## config.mk

```make
export PLATFORM = sky130hd
export DESIGN_NAME = rct_timer
export DESIGN_NICKNAME = d
export VERILOG_FILES = /design/src/design/rct_pkg.sv /design/src/design/rct_sync2.sv /design/src/design/rct_timer.sv
export SDC_FILE = /design/constraint.sdc
export NUM_CORES = 1
export LEC_CHECK = 0
export BUFFER_PORTS_ARGS = -buffer_cell sky130_fd_sc_hd__buf_4
export CORE_MARGIN = 1.5
export CORE_UTILIZATION = 55
export DETAILED_ROUTE_END_ITERATION = 8
export PLACE_DENSITY = 0.73
export SETUP_SLACK_MARGIN = 0.5
export SLEW_MARGIN = 20
export SYNTH_ARGS = -nofsm -noshare
export SYNTH_HDL_FRONTEND = slang
export SYNTH_SLANG_ARGS = --single-unit
export TNS_END_PERCENT = 5
```

## constraint.sdc

```tcl
create_clock -name core_clk -period 6.29 [get_ports core_clk]
set_clock_uncertainty 0.1 [all_clocks]
set_input_delay 0.9435 -clock core_clk [delete_from_list [all_inputs] [get_ports core_clk]]
set_output_delay 0.9435 -clock core_clk [all_outputs]
set_load 0.01 [all_outputs]
```

## src/design/rct_pkg.sv

```systemverilog
// Package holding register map, field layout and encodings of the reload and capture timer.
package rct_pkg;
  localparam logic [7:0] ADDR_CTRL_PRIMARY = 8'h98;
  localparam logic [7:0] ADDR_RELOAD_LOW = 8'hA2;
  localparam logic [7:0] ADDR_RELOAD_HIGH = 8'hA3;
  localparam logic [7:0] ADDR_COUNT_LOW = 8'hA4;
  localparam logic [7:0] ADDR_COUNT_HIGH = 8'hA5;
  localparam logic [7:0] ADDR_CTRL_SECONDARY = 8'hFF;

  localparam logic [7:0] RESET_CTRL_PRIMARY = 8'h00;
  localparam logic [7:0] RESET_BYTE = 8'h00;
  localparam logic [2:0] RESET_FORCE_SELECT = 3'h0;
  localparam logic [2:0] RESET_CAPTURE_SELECT = 3'h1;

  // Primary control bit positions.
  localparam int BIT_HIGH_FLAG = 7;
  localparam int BIT_LOW_FLAG = 6;
  localparam int BIT_LOW_IRQ_EN = 5;
  localparam int BIT_CAPTURE_EN = 4;
  localparam int BIT_SPLIT = 3;
  localparam int BIT_RUN = 2;
  localparam int BIT_XCLK_HI = 1;
  localparam int BIT_XCLK_LO = 0;
  // Secondary control fields.
  localparam int BIT_FORCE_HI = 7;
  localparam int BIT_FORCE_LO = 5;
  localparam int BIT_SYNC_STATUS = 4;
  localparam int BIT_CAPSEL_HI = 2;
  localparam int BIT_CAPSEL_LO = 0;

  localparam logic [7:0] BYTE_MAX = 8'hFF;
  localparam logic [7:0] BYTE_ZERO = 8'h00;
  localparam logic [7:0] BYTE_ONE = 8'h01;
  localparam logic [1:0] XCLK_SYSTEM = 2'h0;

  // Timer clocks to wait after a foreign wake-up.
  localparam logic [1:0] SYNC_WAIT_TICKS = 2'h3;
  localparam logic [1:0] SYNC_DONE = 2'h0;
  localparam logic [1:0] SYNC_STEP = 2'h1;

  localparam logic [2:0] FORCE_BUS_CLOCK = 3'h0;
  localparam logic [2:0] FORCE_UNIT_ZERO = 3'h1;
  localparam logic [2:0] FORCE_UNIT_ONE = 3'h2;
  localparam logic [2:0] FORCE_UNIT_TWO = 3'h3;
  localparam logic [2:0] FORCE_NONE = 3'h4;

  localparam logic [2:0] CAPSEL_PIN = 3'h0;
  localparam logic [2:0] CAPSEL_LFO = 3'h1;
  localparam logic [2:0] CAPSEL_COMPARATOR = 3'h2;
  localparam logic [2:0] CAPSEL_FRAME_START = 3'h3;

  // Order of the synchronised pin vector.
  localparam int PIN_EXT_CLK = 0;
  localparam int PIN_CAPTURE = 1;
  localparam int PIN_LFO = 2;
  localparam int PIN_COMPARATOR = 3;
  localparam int PIN_FRAME_START = 4;
  localparam int PIN_BUS_CLOCK = 5;
  localparam int PIN_COUNT = 6;
endpackage : rct_pkg

```

## src/design/rct_sync2.sv

```systemverilog
// Two-flip-flop synchroniser for a group of asynchronous pins.
`timescale 1ns/1ns
module rct_sync2 #(
  parameter int WIDTH = 1
) (
  input wire logic core_clk,
  input wire logic rst_n,
  input wire logic [WIDTH-1:0] d,
  output logic [WIDTH-1:0] q
);
  logic [WIDTH-1:0] meta;

  // The first stage feeds only the second stage.
  always_ff @(posedge core_clk or negedge rst_n)
  begin
    if (!rst_n)
    begin
      meta <= '0;
      q <= '0;
    end
    else
    begin
      meta <= d;
      q <= meta;
    end
  end
endmodule : rct_sync2

```

## src/design/rct_timer.sv

```systemverilog
// Reload and capture timer: counter, reload, capture, flags and special-function register port.
`timescale 1ns/1ns
module rct_timer
  import rct_pkg::*;
(
  input wire logic core_clk,
  input wire logic rst_n,
  input wire logic [7:0] sfr_addr,
  input wire logic sfr_wr,
  input wire logic [7:0] sfr_wdata,
  input wire logic sfr_rd,
  output logic [7:0] sfr_rdata,
  input wire logic ext_clock_pin,
  input wire logic capture_pin,
  input wire logic low_freq_oscillator,
  input wire logic comparator_zero_output,
  input wire logic usb_frame_start,
  input wire logic bus_clock_line,
  input wire logic bus_timeout_enable,
  input wire logic logic_unit_zero_output,
  input wire logic logic_unit_one_output,
  input wire logic logic_unit_two_output,
  input wire logic logic_unit_three_output,
  input wire logic foreign_wake,
  input wire logic timer_irq_enable,
  output logic timer_irq_req
);
  logic [PIN_COUNT-1:0] pin_sync;
  logic [7:0] src_now;
  logic [7:0] src_prev;
  logic ext_prev;
  logic high_overflow_flag;
  logic low_overflow_flag;
  logic low_byte_irq_enable;
  logic capture_enable;
  logic split_mode_enable;
  logic run_control;
  logic [1:0] ext_clock_select;
  logic [2:0] force_reload_select;
  logic [2:0] capture_source_select;
  logic reserved_bit;
  logic [1:0] sync_wait;
  logic [7:0] reload_low_byte;
  logic [7:0] reload_high_byte;
  logic [7:0] count_low_byte;
  logic [7:0] count_high_byte;
  logic tick;
  logic force_level;
  logic capture_event;
  logic next_set_low;
  logic next_set_high;
  logic [7:0] next_low;
  logic [7:0] next_high;
  logic wr_ctrl0;
  logic wr_ctrl1;

  rct_sync2 #(.WIDTH(PIN_COUNT)) u_pin_sync (
    .core_clk(core_clk),
    .rst_n(rst_n),
    .d({bus_clock_line, usb_frame_start, comparator_zero_output, low_freq_oscillator, capture_pin,
        ext_clock_pin}),
    .q(pin_sync)
  );

  assign wr_ctrl0 = sfr_wr && (sfr_addr == ADDR_CTRL_PRIMARY);
  assign wr_ctrl1 = sfr_wr && (sfr_addr == ADDR_CTRL_SECONDARY);

  // External source counts its rising edges; system clock ticks every cycle.
  // The external clock must stay below half the core rate or edges are lost.
  assign tick = (ext_clock_select == XCLK_SYSTEM) ? 1'b1 : (pin_sync[PIN_EXT_CLK] && !ext_prev);

  assign src_now = {logic_unit_three_output, logic_unit_two_output, logic_unit_one_output,
                    logic_unit_zero_output, pin_sync[PIN_FRAME_START], pin_sync[PIN_COMPARATOR],
                    pin_sync[PIN_LFO], pin_sync[PIN_CAPTURE]};

  always_ff @(posedge core_clk or negedge rst_n)
  begin
    if (!rst_n)
    begin
      src_prev <= '0;
      ext_prev <= 1'b0;
    end
    else
    begin
      src_prev <= src_now;
      ext_prev <= pin_sync[PIN_EXT_CLK];
    end
  end

  // Frame start is an event pulse, so its rising edge counts; all others capture on falling edges.
  always_comb
  begin
    if (capture_source_select == CAPSEL_FRAME_START)
    begin
      capture_event = src_now[capture_source_select] && !src_prev[capture_source_select];
    end
    else
    begin
      capture_event = !src_now[capture_source_select] && src_prev[capture_source_select];
    end
  end

  always_comb
  begin
    case (force_reload_select)
      FORCE_BUS_CLOCK: force_level = bus_timeout_enable && pin_sync[PIN_BUS_CLOCK];
      FORCE_UNIT_ZERO: force_level = logic_unit_zero_output;
      FORCE_UNIT_ONE: force_level = logic_unit_one_output;
      FORCE_UNIT_TWO: force_level = logic_unit_two_output;
      FORCE_NONE: force_level = 1'b0;
      default: force_level = 1'b0;
    endcase
  end

  // In capture mode the reload bytes hold captures, so overflow wraps to zero instead of reloading.
  always_comb
  begin
    next_low = count_low_byte;
    next_high = count_high_byte;
    next_set_low = 1'b0;
    next_set_high = 1'b0;
    if (tick)
    begin
      if (split_mode_enable)
      begin
        next_low = count_low_byte + BYTE_ONE;
        if (count_low_byte == BYTE_MAX)
        begin
          next_set_low = 1'b1;
          next_low = capture_enable ? BYTE_ZERO : reload_low_byte;
        end
        if (run_control)
        begin
          next_high = count_high_byte + BYTE_ONE;
          if (count_high_byte == BYTE_MAX)
          begin
            next_set_high = 1'b1;
            next_high = capture_enable ? BYTE_ZERO : reload_high_byte;
          end
        end
      end
      else if (run_control)
      begin
        {next_high, next_low} = {count_high_byte, count_low_byte} + {BYTE_ZERO, BYTE_ONE};
        next_set_low = (count_low_byte == BYTE_MAX);
        if ((count_high_byte == BYTE_MAX) && (count_low_byte == BYTE_MAX))
        begin
          next_set_high = 1'b1;
          next_low = capture_enable ? BYTE_ZERO : reload_low_byte;
          next_high = capture_enable ? BYTE_ZERO : reload_high_byte;
        end
      end
    end
    if (force_level && !capture_enable)
    begin
      next_low = reload_low_byte;
      next_high = reload_high_byte;
    end
  end

  // Firmware writes to the count bytes take precedence over counting.
  always_ff @(posedge core_clk or negedge rst_n)
  begin
    if (!rst_n)
    begin
      count_low_byte <= RESET_BYTE;
      count_high_byte <= RESET_BYTE;
    end
    else
    begin
      count_low_byte <= (sfr_wr && (sfr_addr == ADDR_COUNT_LOW)) ? sfr_wdata : next_low;
      count_high_byte <= (sfr_wr && (sfr_addr == ADDR_COUNT_HIGH)) ? sfr_wdata : next_high;
    end
  end

  // A capture in the same cycle as a firmware write to a reload byte wins.
  always_ff @(posedge core_clk or negedge rst_n)
  begin
    if (!rst_n)
    begin
      reload_low_byte <= RESET_BYTE;
      reload_high_byte <= RESET_BYTE;
    end
    else if (capture_enable && capture_event)
    begin
      reload_low_byte <= count_low_byte;
      reload_high_byte <= count_high_byte;
    end
    else
    begin
      if (sfr_wr && (sfr_addr == ADDR_RELOAD_LOW))
      begin
        reload_low_byte <= sfr_wdata;
      end
      if (sfr_wr && (sfr_addr == ADDR_RELOAD_HIGH))
      begin
        reload_high_byte <= sfr_wdata;
      end
    end
  end

  // Hardware sets win over a firmware clear in the same cycle.
  always_ff @(posedge core_clk or negedge rst_n)
  begin
    if (!rst_n)
    begin
      high_overflow_flag <= RESET_CTRL_PRIMARY[BIT_HIGH_FLAG];
      low_overflow_flag <= RESET_CTRL_PRIMARY[BIT_LOW_FLAG];
    end
    else
    begin
      high_overflow_flag <= (wr_ctrl0 ? sfr_wdata[BIT_HIGH_FLAG] : high_overflow_flag) | next_set_high
                            | (capture_enable && capture_event);
      low_overflow_flag <= (wr_ctrl0 ? sfr_wdata[BIT_LOW_FLAG] : low_overflow_flag) | next_set_low;
    end
  end

  always_ff @(posedge core_clk or negedge rst_n)
  begin
    if (!rst_n)
    begin
      low_byte_irq_enable <= RESET_CTRL_PRIMARY[BIT_LOW_IRQ_EN];
      capture_enable <= RESET_CTRL_PRIMARY[BIT_CAPTURE_EN];
      split_mode_enable <= RESET_CTRL_PRIMARY[BIT_SPLIT];
      run_control <= RESET_CTRL_PRIMARY[BIT_RUN];
      ext_clock_select <= RESET_CTRL_PRIMARY[BIT_XCLK_HI:BIT_XCLK_LO];
    end
    else if (wr_ctrl0)
    begin
      low_byte_irq_enable <= sfr_wdata[BIT_LOW_IRQ_EN];
      capture_enable <= sfr_wdata[BIT_CAPTURE_EN];
      split_mode_enable <= sfr_wdata[BIT_SPLIT];
      run_control <= sfr_wdata[BIT_RUN];
      ext_clock_select <= sfr_wdata[BIT_XCLK_HI:BIT_XCLK_LO];
    end
  end

  always_ff @(posedge core_clk or negedge rst_n)
  begin
    if (!rst_n)
    begin
      force_reload_select <= RESET_FORCE_SELECT;
      capture_source_select <= RESET_CAPTURE_SELECT;
      reserved_bit <= 1'b0;
    end
    else if (wr_ctrl1)
    begin
      force_reload_select <= sfr_wdata[BIT_FORCE_HI:BIT_FORCE_LO];
      capture_source_select <= sfr_wdata[BIT_CAPSEL_HI:BIT_CAPSEL_LO];
      reserved_bit <= sfr_wdata[BIT_SYNC_STATUS - 1];
    end
  end

  // A foreign wake restarts the wait; each timer clock counts it down.
  always_ff @(posedge core_clk or negedge rst_n)
  begin
    if (!rst_n)
    begin
      sync_wait <= SYNC_DONE;
    end
    else if (foreign_wake)
    begin
      sync_wait <= SYNC_WAIT_TICKS;
    end
    else if (tick && (sync_wait != SYNC_DONE))
    begin
      sync_wait <= sync_wait - SYNC_STEP;
    end
  end

  always_ff @(posedge core_clk or negedge rst_n)
  begin
    if (!rst_n)
    begin
      sfr_rdata <= RESET_BYTE;
    end
    else if (sfr_rd)
    begin
      case (sfr_addr)
        ADDR_CTRL_PRIMARY: sfr_rdata <= {high_overflow_flag, low_overflow_flag, low_byte_irq_enable,
                                         capture_enable, split_mode_enable, run_control, ext_clock_select};
        ADDR_RELOAD_LOW: sfr_rdata <= reload_low_byte;
        ADDR_RELOAD_HIGH: sfr_rdata <= reload_high_byte;
        ADDR_COUNT_LOW: sfr_rdata <= count_low_byte;
        ADDR_COUNT_HIGH: sfr_rdata <= count_high_byte;
        ADDR_CTRL_SECONDARY: sfr_rdata <= {force_reload_select, (sync_wait != SYNC_DONE), reserved_bit,
                                           capture_source_select};
        default: sfr_rdata <= RESET_BYTE;
      endcase
    end
  end

  assign timer_irq_req = timer_irq_enable && (high_overflow_flag || (low_overflow_flag && low_byte_irq_enable));
endmodule : rct_timer

```

# --- Word-level counts from Yosys, hierarchy flattened ---
# Index checks and enable logic that the tools add are counted.
word_totals:
  regBits: 78
  elab_cells: 116
  n_memories: 0
  latchBits: 0
  input_bits: 33
  rom_bits: 0
  ramBits: 0
classes:
  n_div: 0
  reduce_logical: 33
  n_lt_le_gt_ge: 1
  mux: 43
  n_mul: 0
  addsub: 4
  n_eq_ne: 12
  bitwise: 3
  shifts: 0
ops:
  columns: ["cell", "count"]
  rows:
  - ["$mux W8", 21]
  - ["$eq A8 B8 Y1 const B", 8]
  - ["$pmux W8 S6", 1]
  - ["$add A16 B1 Y16 const B", 1]
  - ["$add A8 B1 Y8 const B", 2]
  - ["$logic_and A1 B1 Y1", 16]
  - ["$mux W1", 16]
  - ["$eq A3 B2 Y1 const B", 3]
  - ["$reduce_bool A3 Y1", 3]
  - ["$reduce_bool A2 Y1", 4]
  - ["$bmux W1 S3", 2]
  - ["$logic_not A1 Y1", 4]
  - ["$lt A3 B4 Y1 const B", 1]
  - ["$mux W2", 2]
  - ["$pmux W1 S4", 1]
  - ["$reduce_and A2 Y1", 2]
  - ["$reduce_bool A4 Y1", 1]
  - ["$eq A3 B1 Y1 const B", 1]
  - ["$logic_not A3 Y1", 1]
  - ["$or A1 B1 Y1", 3]
  - ["$logic_not A2 Y1", 1]
  - ["$sub A2 B1 Y2 const B", 1]
  - ["$logic_or A1 B1 Y1", 1]

# --- Depth between registers and ports, before layout ---
# Gate-level depths: netlist (run 1).
logic_depth:
  ltp_word: 8
  depth_mapped: 9
  ltp_nobuf: 7

# --- Hierarchy ---
# A second synthesis (run 1) with hierarchy kept.
hier_totals:
  cells_unflattened: 434
  hier_area_um2: 4376.7
modules_own_cells:
  columns: ["mod", "cells_each", "instances", "area_per_inst_um2"]
  rows:
  - ["rct_timer", 422, 1, 4076.4]
  - ["rct_sync2", 12, 1, 300.3]

# --- Worst setup path after synthesis (run 1) ---
# OpenSTA, ideal clock, no wires.
synth_timing:
  path_type: "input port to flip-flop"
  start: "input port sfr_addr[6]"
  end: "register reload_low_byte[0]"
  n_path_buf: 2
  arrival_time_ns: 2.378
  setup_slack_ns: 3.687
  stages: 7
  cell_sequence: "nor3b_1 -> and4_4 -> buf_6 -> and2_1 -> buf_6 -> mux2_2 -> mux2_4"
synth_via:
  elab_chain_cells: 3
synth_lines:
  columns: ["element", "line_no", "text"]
  rows:
  - ["start, declared", "rct_timer.sv:8", "input wire logic [7:0] sfr_addr,"]
  - ["$eq A8 B8 Y1", "rct_timer.sv:191", "if (sfr_wr && (sfr_addr == ADDR_RELOAD_LOW))"]
  - ["$logic_and A1 B1 Y1", "rct_timer.sv:191", null]
  - ["$reduce_bool A2 Y1 (no source line)", null, null]
  - ["end signal, assigned", "rct_timer.sv:186", "reload_low_byte <= count_low_byte;"]
  - ["end signal, assigned", "rct_timer.sv:193", "reload_low_byte <= sfr_wdata;"]
  - ["end, declared", "rct_timer.sv:43", "logic [7:0] reload_low_byte;"]
# No other way between the ends.
# A chain may end at the register's enable or synchronous reset.

# --- Worst setup path after layout (run 1) ---
layout_timing:
  start: "input port sfr_addr[1]"
  end: "register count_high_byte[3]"
layout_via:
  elab_chain_cells: 4
  elab_cells_between_ends: 6
  cone_classes: "eq/ne (1); mux (1); reduce/logical (4)"
layout_lines:
  columns: ["element", "line_no", "text"]
  rows:
  - ["$eq A8 B8 Y1 *", "rct_timer.sv:172", "count_high_byte <= (sfr_wr && (sfr_addr == ADDR_COUNT_HIGH)) ? sfr_wdata : next_high;"]
  - ["$logic_and A1 B1 Y1 *", "rct_timer.sv:172", null]
  - ["$reduce_bool A3 Y1 (no source line)", null, null]
  - ["$reduce_and A2 Y1 (no source line)", null, null]
  - ["end signal, assigned", "rct_timer.sv:172", null]
  - ["end, declared", "rct_timer.sv:46", "logic [7:0] count_high_byte;"]
# Every way passes the cells marked *; elsewhere a longest branch is shown, timed or not.

==> impl_metrics.csv, run 1 <==
group,metric,value,unit
drt,viasPerCell,6.577,
setup_path,r2r_start,"count_high_byte[0]",
synthesis,synth_fp_nets,472,
cts,cts_setup_buffers,0,
global_routing,antenna_found_initial,1,
synthesis,synth_edf_count,0,
synthesis,synth_seq_area_share,45.18,%
setup_path,r2r_slack,3.55,ns
drt,wl,12.19,mm
floorplanning,io_pins,42,
drt,drc,0,
pwr,p_leak,2.073,nW
final_layout,fin_util,62.83,%
cts,cts_root_buf,"clkbuf_8",
synthesis,synth_area,4323,um2
cts,clk_pin_slew_worst_paths,0.10,ns
global_routing,grt_max_degree,79,
setup_path,path_max_fanout,17,
floorplanning,rows,32,
drt,avgRoutedWirePerCell,21.39,um
cts,cts.repair.resized,0,
sta,tightest_slew,0.9724,ns
final_layout,syn_to_final_growth,11.14,%
floorplanning,die_y,91.66,um
global_routing,grt_busiest_layer,"met2",
setup_path,cp.arrival,3.05,ns
setup_path,startpoint_type,"primary input",
cts,cts_tree,"done",
status,status,"finished, final reports clean",
sta,finalMaxSlewViolations,0,
floorplanning,start_util,56.53,%
global_routing,met2_usage,47.39,%
synthesis,yosysUniqueCellTypes,62,
placed_design,io_buffers,41,
final_layout,layout-drive-gt1-share,20.99,%
sta,fin_setup_tns,0,ns
global_routing,grtUsageMet1,41.22,%
worst_hold_path,hold_depth,0,
synthesis,syn_inst,435,
setup_path,r2r-end,"count_low_byte[5]",
drt,num_vias,3749,
sta,clock.fmax,345.6,MHz
worst_hold_path,hold_path_end,"u_pin_sync.q[2]",
setup_path,reg2reg_depth,7,
synthesis,synth_warnings,0,
worst_hold_path,worstHoldPathType,"flop to flop",
floorplanning,die_x,91.66,um
floorplanning,coreArea,7647,um2
final_layout,fin_area,4805,um2
global_routing,grt_pass1_vias,3619,
synthesis,yosysTopAreaCell,"dfrtp_1",
sta,rsz0062_at_grt,"false",
cts,cts_num_sinks,78,
drt,drt_first_iter_violations,338,
synthesis,ys_seq_elements,78,
worst_hold_path,min_from,"u_pin_sync.meta[2]",
placed_design,gp_congestion,0.9667,
cts,cts_buffer_depth,2,
synthesis,synth.top_cell.area_share,44.57,%
pwr,max-vdd-ir-drop,0.2066,mV
global_routing,grt_usage,31.21,%
cts,cts_max_level,3,
setup_path,critical_path_class,"primary input to flop",
setup_path,crit_family,"simple AND/OR/NAND/NOR gates",
setup_path,crit_chain,"buf_4 -> nor2b_1 -> nand4_1 -> a31oi_1 -> o31ai_1 -> o21a_1",
job,cap_violations,0,
sta,setup_violations,0,
setup_path,path_buf_inv,1,
synthesis,synth_area_leaders,"dfrtp_1 (45%), mux2_2 (4.4%), mux2i_1 (3.7%)",
setup_path,required,6.44,ns
sta,relSlewSlack,35.17,%
final_layout,nets,499,
cts,numCtsBuffers,9,
synthesis,syn_area_per_cell,9.938,um2
setup_path,critPathCaptureType,"flop",
cts,ctsHoldBuffers,0,
drt,ant_nets,0,
global_routing,grt.overflow.total,0,
setup_path,cpMaxStageDelayCell,"nand4_1",
sta,fin_crit_sh,46.01,%
floorplanning,die-area,8401,um2
sta,worst_hold_slack,0.2639,ns
placed_design,post_dp_cell_area,4606,um2
pwr,cellPowerDensity,302.2,nW/um2
global_routing,grtUsageMet3,7.711,%
placed_design,hpwl,8.784,mm
cts,clk_latency,0.37,ns
sta,hold_viol,0,
synthesis,async_flop_share,100.0,%
global_routing,grt_pass1_wl,19.59,mm
drt,dr.pass1.iters,5,
setup_path,cpPeakStageDelay,0.74,ns
sta,fin_crit,2.894,ns
synthesis,ys.flop_type,"dfrtp_1",
==> metal layers <==
| metal | vias up | share of wire (%) |
|---|---|---|
| met1 | 1823 | 42 |
| met3 | 50 | 9.0 |
| met4 | 0 | 4.2 |
| li1 | 1669 | - |
| met2 | 207 | 45 |
| met5 | - | 0 |
==> cell usage after synthesis (4+ instances only) <==
library cell  count
nor2_1           38
mux2_4            6
a221oi_1         10
nor2_2            4
a31oi_1          15
o22ai_1           8
a21oi_1          23
mux2_2           17
buf_2             7
nor2b_1           5
nand3_1          12
and4_1            4
and3_1           10
nand2_1          25
nand4_1           6
o21a_1            5
xnor2_1           5
dfrtp_1          77
a22oi_1          18
inv_1            16
ha_1              4
buf_6             6
clkbuf_1          9
xor2_1            4
o21ai_0          19
nor3_1           12
mux2i_1          16
==> final cells by class <==
cell class              count  area (um2)
fillers                   655        2843
diodes                      1       2.502
inverters                  16       60.06
clock inverters             7       72.57
repair buffers             41       307.8
flip-flops and latches     78        1953
clock buffers               9       123.9
multi-input cells         316        2157
well taps                 102       127.6
==> cell usage in the layout (no fill, tap or decap), types with 4 or more instances in the layout <==
cell type and instances:
buf_4 41, nand2_1 25, inv_1 16, dfrtp_1 77, o21ai_0 19, ha_1 4, a22oi_1 18, o22ai_1 8
clkbuf_8 9, nor2b_1 5, and4_1 4, nand3_1 12, mux2_4 6, a21oi_1 23, xor2_1 4, a31oi_1 15
nand4_1 6, mux2i_1 16, and3_1 10, a221oi_1 10, o21a_1 5, mux2_2 17, nor2_1 38, xnor2_1 5
nor3_1 12, nor2_2 4
==> flip-flops by register name (all words and copies together), names as in the netlist, 2 cells and up <==
name and cells:
count_low_byte 8, sfr_rdata 8, reload_low_byte 8, u_pin_sync.meta 6
sync_wait 2, ext_clock_select 2, count_high_byte 8, u_pin_sync.q 6
capture_source_select 3, force_reload_select 3, src_prev 8, reload_high_byte 8
==> report_power, final <==
part	leakage, nW	total (W)	internal (W)	switching, W
logic	1.01	0.000329	0.000164	0.000165
clock network	0.0974	0.000378	0.000156	0.000222
registers	0.965	0.000745	0.000586	0.000159
total	2.07	0.00145	0.000906	0.000546
==> how the worst max path moves through the flow <==
stage | slack [ns] | end | cells past startpoint | start
global route | 3.30 | count_high_byte[0] | 6 | sfr_addr[1]
global placement | 3.11 | count_high_byte[3] | 6 | sfr_addr[1]
detailed placement | 3.07 | reload_low_byte[2] | 6 | sfr_addr[2]
CTS | 3.45 | reload_low_byte[4] | 6 | sfr_addr[2]
finish | 3.40 | count_high_byte[3] | 6 | sfr_addr[1]
floorplan | 3.69 | reload_low_byte[0] | 7 | sfr_addr[6]
==> cell families (layout without fill, tap and decap cells) <==
logic type                 after synthesis  after routing  synth area share (%)
xor gates and xnor gates                 9              9                 1.823
DFF                                     78             78                 45.18
buffers and inverters                   41             73                 4.920
adders and majority gates                4              4                 1.158
muxes                                   40             40                 10.74
and+or+nand+nor                        137            137                 16.50
other                                    0              1                     0
AOI/OAI and AO/OA                      126            126                 19.68
==> stage by stage <==
| step | power, W | setup WS (ns) | cells |
|---|---|---|---|
| floorplan | 0.0009318 | 3.687 | 435 |
| detailed placement | 0.001065 | 3.067 | 553 |
| finish | 0.001452 | 3.396 | 570 |
| global route | 0.001524 | 3.301 | 570 |
| CTS | 0.001442 | 3.455 | 569 |
| global placement | 0.001058 | 3.110 | 553 |
(Power assumes the default switching activity.)
==> run 2, diff against run 1 <==
--- a/config.mk
+++ b/config.mk
@@ -7,9 +7,9 @@
 export LEC_CHECK = 0
 export BUFFER_PORTS_ARGS = -buffer_cell sky130_fd_sc_hd__buf_4
 export CORE_MARGIN = 1.5
-export CORE_UTILIZATION = 55
+export CORE_UTILIZATION = 54
 export DETAILED_ROUTE_END_ITERATION = 8
-export PLACE_DENSITY = 0.73
+export PLACE_DENSITY = 0.75
 export SETUP_SLACK_MARGIN = 0.5
 export SLEW_MARGIN = 20
 export SYNTH_ARGS = -nofsm -noshare
==> constraint.sdc (replaced) <==
create_clock -name core_clk -period 2.53 [get_ports core_clk]
set_clock_uncertainty 0.1 [all_clocks]
set_input_delay 0.3795 -clock core_clk [delete_from_list [all_inputs] [get_ports core_clk]]
set_output_delay 0.3795 -clock core_clk [all_outputs]
set_load 0.01 [all_outputs]
==> impl_metrics.csv, run 2 (synthesized netlist as in run 1, its figures left out) <==
group,metric,value,unit
status,status,"finished, final reports clean",
drt,drt_first_iter_violations,457,
sta,setup_violations,0,
floorplanning,die-area,8551,um2
pwr,p_sw,0.001394,W
global_routing,antenna_found_initial,0,
pwr,power_frac_comb,30.7,%
drt,wl,12.74,mm
setup_path,startpoint_type,"flop",
cts,cts_max_level,3,
sta,tightest_slew,0.4808,ns
global_routing,grt_pass1_wl,19.92,mm
sta,clock.fmax,480.5,MHz
pwr,cellPowerDensity,715.5,nW/um2
pwr,max-vdd-ir-drop,0.3877,mV
setup_path,critPathCaptureType,"flop",
setup_path,crit_chain,"nand3b_1 -> a221o_2 -> nor2_4 -> nor2_2 -> a211o_1 -> a31oi_1",
final_layout,syn_to_final_growth,23.07,%
cts,cts_buffer_depth,2,
placed_design,io_buffers,41,
pwr,swShare,36.61,%
drt,num_vias,3956,
placed_design,place_inst,574,
final_layout,n_antenna_cell,0,
global_routing,grt_max_degree,54,
cts,numCtsBuffers,9,
setup_path,cpMaxStageDelayCell,"a221o_2",
cts,cts_tree,"done",
final_layout,layout-drive-gt1-share,33.53,%
global_routing,grt_pass1_vias,3751,
final_layout,layout_common_cells,"buf_4 (80), dfrtp_1 (69), nor2_1 (35)",
sta,rsz0062_at_grt,"true",
placed_design,place_ws,0.2907,ns
cts,clk_latency,0.36,ns
sta,fin_crit_sh,82.26,%
setup_path,worstSetupEndpoint,"count_low_byte[0]",
global_routing,grt_usage,30.64,%
setup_path,reg2reg_depth,6,
final_layout,final_common_cell,"buf_4",
sta,finalMaxSlewViolations,0,
floorplanning,io_pins,42,
setup_path,r2r-end,"count_low_byte[0]",
drt,viasPerCell,6.433,
cts,clk_pin_slew_worst_paths,0.09,ns
pwr,p_int,0.002413,W
sta,fin_setup_tns,0,ns
final_layout,fill_cells,588,
setup_path,required,2.71,ns
setup_path,critical_path_class,"flop to flop",
sta,finalWorstSetupSlack,0.4488,ns
final_layout,instances_no_fill,615,
pwr,p_total,0.003806,W
pwr,p_clk_share,22.3,%
floorplanning,die_x,92.47,um
drt,drc,0,
setup_path,crit_family,"compound AO/OA/AOI/OAI gates",
setup_path,path_buf_inv,0,
setup_path,cpPeakStageDelay,0.50,ns
setup_path,worstSetupPathDepth,6,
floorplanning,die_y,92.47,um
drt,dr.pass1.iters,6,
setup_path,cp.arrival,2.26,ns
setup_path,r2r_slack,0.45,ns
sta,hold_viol,0,
setup_path,crit_start,"force_reload_select[0]",
sta,relSlewSlack,67.94,%
worst_hold_path,worstHoldPathType,"primary input to flop",
cts,cts_num_sinks,78,
final_layout,nets,546,
placed_design,hpwl,9.023,mm
pwr,p_leak,2.307,nW
sta,fin_crit,2.081,ns
floorplanning,coreArea,7727,um2
setup_path,path_max_fanout,8,
floorplanning,start_util,55.94,%
cts,cts_root_buf,"clkbuf_8",
global_routing,grt.overflow.total,0,
floorplanning,rows,32,
sta,worst_hold_slack,0.02152,ns
job,cap_violations,0,
placed_design,gp_congestion,0.9793,
pwr,pwr-share-seq,47.0,%
setup_path,r2r_start,"force_reload_select[0]",
drt,ant_nets,0,
drt,avgRoutedWirePerCell,20.71,um
## run 2: cell count changes in the layout (fill, tap and decap cells not counted), moves of 3 or more
cell | before | now
dfrtp_2 | 0 | 8
nor2_1 | 38 | 35
dfrtp_1 | 77 | 69
buf_4 | 41 | 80
buf_6 | 0 | 5
## run 2: worst min path at each step
stage	to	slack, ns	cells past startpoint	startpoint
floorplan	capture_enable	-0.02	0	rst_n
global placement	sync_wait[0]	0.21	1	rst_n
detailed placement	src_prev[1]	0.21	1	rst_n
CTS	u_pin_sync.meta[2]	0.02	1	low_freq_oscillator
global route	u_pin_sync.meta[0]	0.006	1	ext_clock_pin
finish	u_pin_sync.meta[2]	0.02	1	low_freq_oscillator
## run 2: worst reg2reg max path, delay by kind of cell (launching register included)
family,cells,cell delay [ns]
simple gates,3,0.54
compound gates,3,0.93
flops,1,0.44
## run 2: power groups by stage
stage | registers [W] | logic, W | clock network (W)
3_5_place_dp | 0.00176 | 0.000973 | 0
6_report | 0.00179 | 0.00117 | 0.000849
2_1_floorplan | 0.00165 | 0.000667 | 0
4_1_cts | 0.00175 | 0.000986 | 0.000856
5_1_grt | 0.00181 | 0.00128 | 0.000915
3_3_place_gp | 0.00176 | 0.000948 | 0
## run 2: final cells by class
| cell class | count | area (um2) | share of cell area (%) |
|---|---|---|---|
| Timing Repair Buffer | 88 | 691.9 | 13.01 |
| Tap cell | 102 | 127.6 | 2.399 |
| Clock buffer | 9 | 123.9 | 2.328 |
| Clock inverter | 6 | 46.29 | 0.8702 |
| Inverter | 16 | 60.06 | 1.129 |
| Multi-Input combinational cell | 316 | 2307 | 43.37 |
| Sequential cell | 78 | 1963 | 36.90 |
## run 2: repair_timing
item,4_1_cts,5_1_grt
resized for setup,8,37
pin swaps,0,12
hold endpoints to repair,25,0
setup buffers,3,22
endpoints found under the setup margin,18,32
hold buffers,1,0
## run 2: per-layer routing
metal / global-route usage (%) / vias to the layer above / wire, um
met4: 13.08 / 0 / 381
met2: 46.94 / 263 / 5920
met3: 4.269 / 49 / 1183
met5: 0 / - / 0
li1: - / 1774 / -
met1: 43.52 / 1870 / 5250
## run 2: per-stage QoR
stage / utilization [%] / cell area [um2]
after detailed placement: 61.80 / 4776
after CTS: 64.69 / 4999
after floorplan: - / 4323
final: 68.85 / 5320
after global routing: 68.85 / 5320
after global placement: 61.80 / 4776
==> run 3, diff against run 2 <==
==> constraint.sdc (replaced) <==
create_clock -name core_clk -period 1.65 [get_ports core_clk]
set_clock_uncertainty 0.1 [all_clocks]
set_input_delay 0.2475 -clock core_clk [delete_from_list [all_inputs] [get_ports core_clk]]
set_output_delay 0.2475 -clock core_clk [all_outputs]
set_load 0.01 [all_outputs]
==> impl_metrics.csv, run 3 (synthesized netlist as in run 1, its figures left out) <==
group,metric,value,unit
status,status,"finished, violations left",
status,violations,"setup timing",
pwr,swShare,37.53,%
cts,numCtsBuffers,9,
final_layout,final_common_cell,"buf_4",
drt,viasPerCell,6.592,
floorplanning,start_util,55.94,%
sta,relSlewSlack,70.32,%
setup_path,cpMaxStageDelayCell,"dfstp_2",
floorplanning,die_x,92.47,um
placed_design,io_buffers,41,
setup_path,startpoint_type,"flop",
cts,cts_buffer_depth,2,
drt,ant_nets,0,
final_layout,syn_to_final_growth,42.26,%
drt,num_vias,4496,
final_layout,n_antenna_cell,0,
drt,wl,15.60,mm
setup_path,crit_family,"flip-flops",
drt,drt-met1-wl,5.788,mm
setup_path,worstSetupPathDepth,7,
drt,avgRoutedWirePerCell,22.87,um
final_layout,layout-drive-gt1-share,42.76,%
placed_design,place_inst,652,
pwr,p_clk_share,22.2,%
cts,clk_latency,0.37,ns
global_routing,grt_pass1_wl,23.38,mm
global_routing,grt_usage,36.35,%
sta,tightest_slew,0.4453,ns
final_layout,layout_common_cells,"buf_4 (113), dfrtp_1 (77), nor2_1 (32)",
placed_design,gp_congestion,0.9480,
global_routing,grt_max_degree,31,
drt,drt_first_iter_violations,662,
sta,rsz0062_at_grt,"true",
pwr,max-vdd-ir-drop,0.5196,mV
global_routing,antenna_found_initial,0,
job,cap_violations,0,
pwr,cellPowerDensity,1039,nW/um2
setup_path,path_max_fanout,8,
cts,cts_num_sinks,78,
pwr,pwr-share-seq,40.2,%
pwr,power_frac_comb,37.6,%
setup_path,critical_path_class,"flop to flop",
final_layout,fin_util,79.58,%
setup_path,required,1.83,ns
setup_path,cp.arrival,2.28,ns
worst_hold_path,worstHoldPathType,"primary input to flop",
setup_path,path_buf_inv,1,
sta,finalWorstSetupSlack,-0.4555,ns
pwr,p_sw,0.002397,W
cts,cts_tree,"done",
sta,setup_violations,33,
sta,clock.fmax,474.9,MHz
drt,drc,0,
setup_path,critPathCaptureType,"flop",
drt,wl_met2,7.362,mm
cts,cts_root_buf,"clkbuf_8",
cts,cts_max_level,3,
setup_path,cpPeakStageDelay,0.63,ns
setup_path,crit_chain,"nand2_2 -> nor2_2 -> a21oi_1 -> mux4_2 -> nand2b_4 -> buf_4 -> a21oi_1",
floorplanning,die_y,92.47,um
floorplanning,rows,32,
sta,fin_crit_sh,127.6,%
setup_path,reg2reg_depth,7,
final_layout,nets,612,
worst_hold_path,hold_depth,2,
pwr,p_leak,2.744,nW
sta,fin_crit,2.106,ns
final_layout,instances_no_fill,682,
pwr,p_int,0.003990,W
placed_design,hpwl,10.03,mm
sta,finalMaxSlewViolations,0,
floorplanning,io_pins,42,
setup_path,cp_common_cell,"a21oi_1",
global_routing,grt.overflow.total,0,
global_routing,grt_pass1_vias,4395,
floorplanning,coreArea,7727,um2
drt,dr.pass1.iters,5,
sta,hold_viol,0,
drt,wl_met3,1.771,mm
floorplanning,die-area,8551,um2
cts,clk_pin_slew_worst_paths,0.10,ns
drt,topRoutingLayerUsed,"met4",
-- run 3: area by class of cell --
| type | count | area, um2 |
|---|---|---|
| clock inverters | 7 | 61.31 |
| fillers | 472 | 1578 |
| inverters | 16 | 67.56 |
| flip-flops and latches | 78 | 1953 |
| multi-input cells | 317 | 2499 |
| repair buffers | 153 | 1318 |
| well taps | 102 | 127.6 |
| clock buffers | 9 | 123.9 |
-- run 3: timing repair --
action / CTS / global route
hold buffers: 12 / 0
pin swaps: 32 / 32
gates cloned: 0 / 1
endpoints found under the hold margin: 39 / 0
setup buffers: 1 / 0
gates resized for setup: 53 / 57
endpoints found under the setup margin: 65 / 65
-- run 3: path summary, 6_finish.rpt --
path,from,end,slack [ns]
worst min-delay path,sfr_wdata[1],capture_source_select[1],0.05
worst max register to register,capture_source_select[0],reload_high_byte[0],-0.46
worst min register to register,u_pin_sync.meta[4],u_pin_sync.q[4],0.25
max in group asynchronous,rst_n,count_high_byte[0],0.67
worst max-delay path,capture_source_select[0],reload_high_byte[0],-0.46
min in group asynchronous,rst_n,sync_wait[0],0.26
-- run 3: power by group through the flow --
stage / clock (W) / combinational [W] / sequential [W]
after CTS: 0.00140 / 0.00215 / 0.00253
after global placement: 0 / 0.00196 / 0.00253
after detailed placement: 0 / 0.00199 / 0.00254
final: 0.00142 / 0.00240 / 0.00257
after floorplan: 0 / 0.00102 / 0.00253
after global routing: 0.00150 / 0.00255 / 0.00260
-- run 3: routing by layer --
| layer | vias to the layer above | GRT usage [%] |
|---|---|---|
| met4 | 0 | 14.74 |
| met1 | 2158 | 48.07 |
| met5 | - | 0 |
| met3 | 70 | 6.322 |
| li1 | 1907 | - |
| met2 | 361 | 59.19 |
-- run 3: worst register-to-register path, stage by stage, from the launching register on --
cell and delay, ns:
dfstp_2 0.63, nand2_2 0.07, nor2_2 0.07, a21oi_1 0.05, mux4_2 0.51, nand2b_4 0.22
buf_4 0.19, a21oi_1 0.18
-- run 3: per-stage QoR --
stage	setup TNS [ns]	power (W)	setup WS [ns]	hold WS [ns]	instance area, um2
after floorplan	-10.61	0.003552	-0.4510	-0.1481	4323
after global placement	-9.747	0.004487	-0.3734	0.1125	5386
after detailed placement	-10.75	0.004534	-0.3739	0.1201	5386
after CTS	-10.55	0.006071	-0.3836	0.05472	5904
after global routing	-14.45	0.006645	-0.5281	0.05416	6150
final	-11.98	0.006387	-0.4555	0.05197	6150
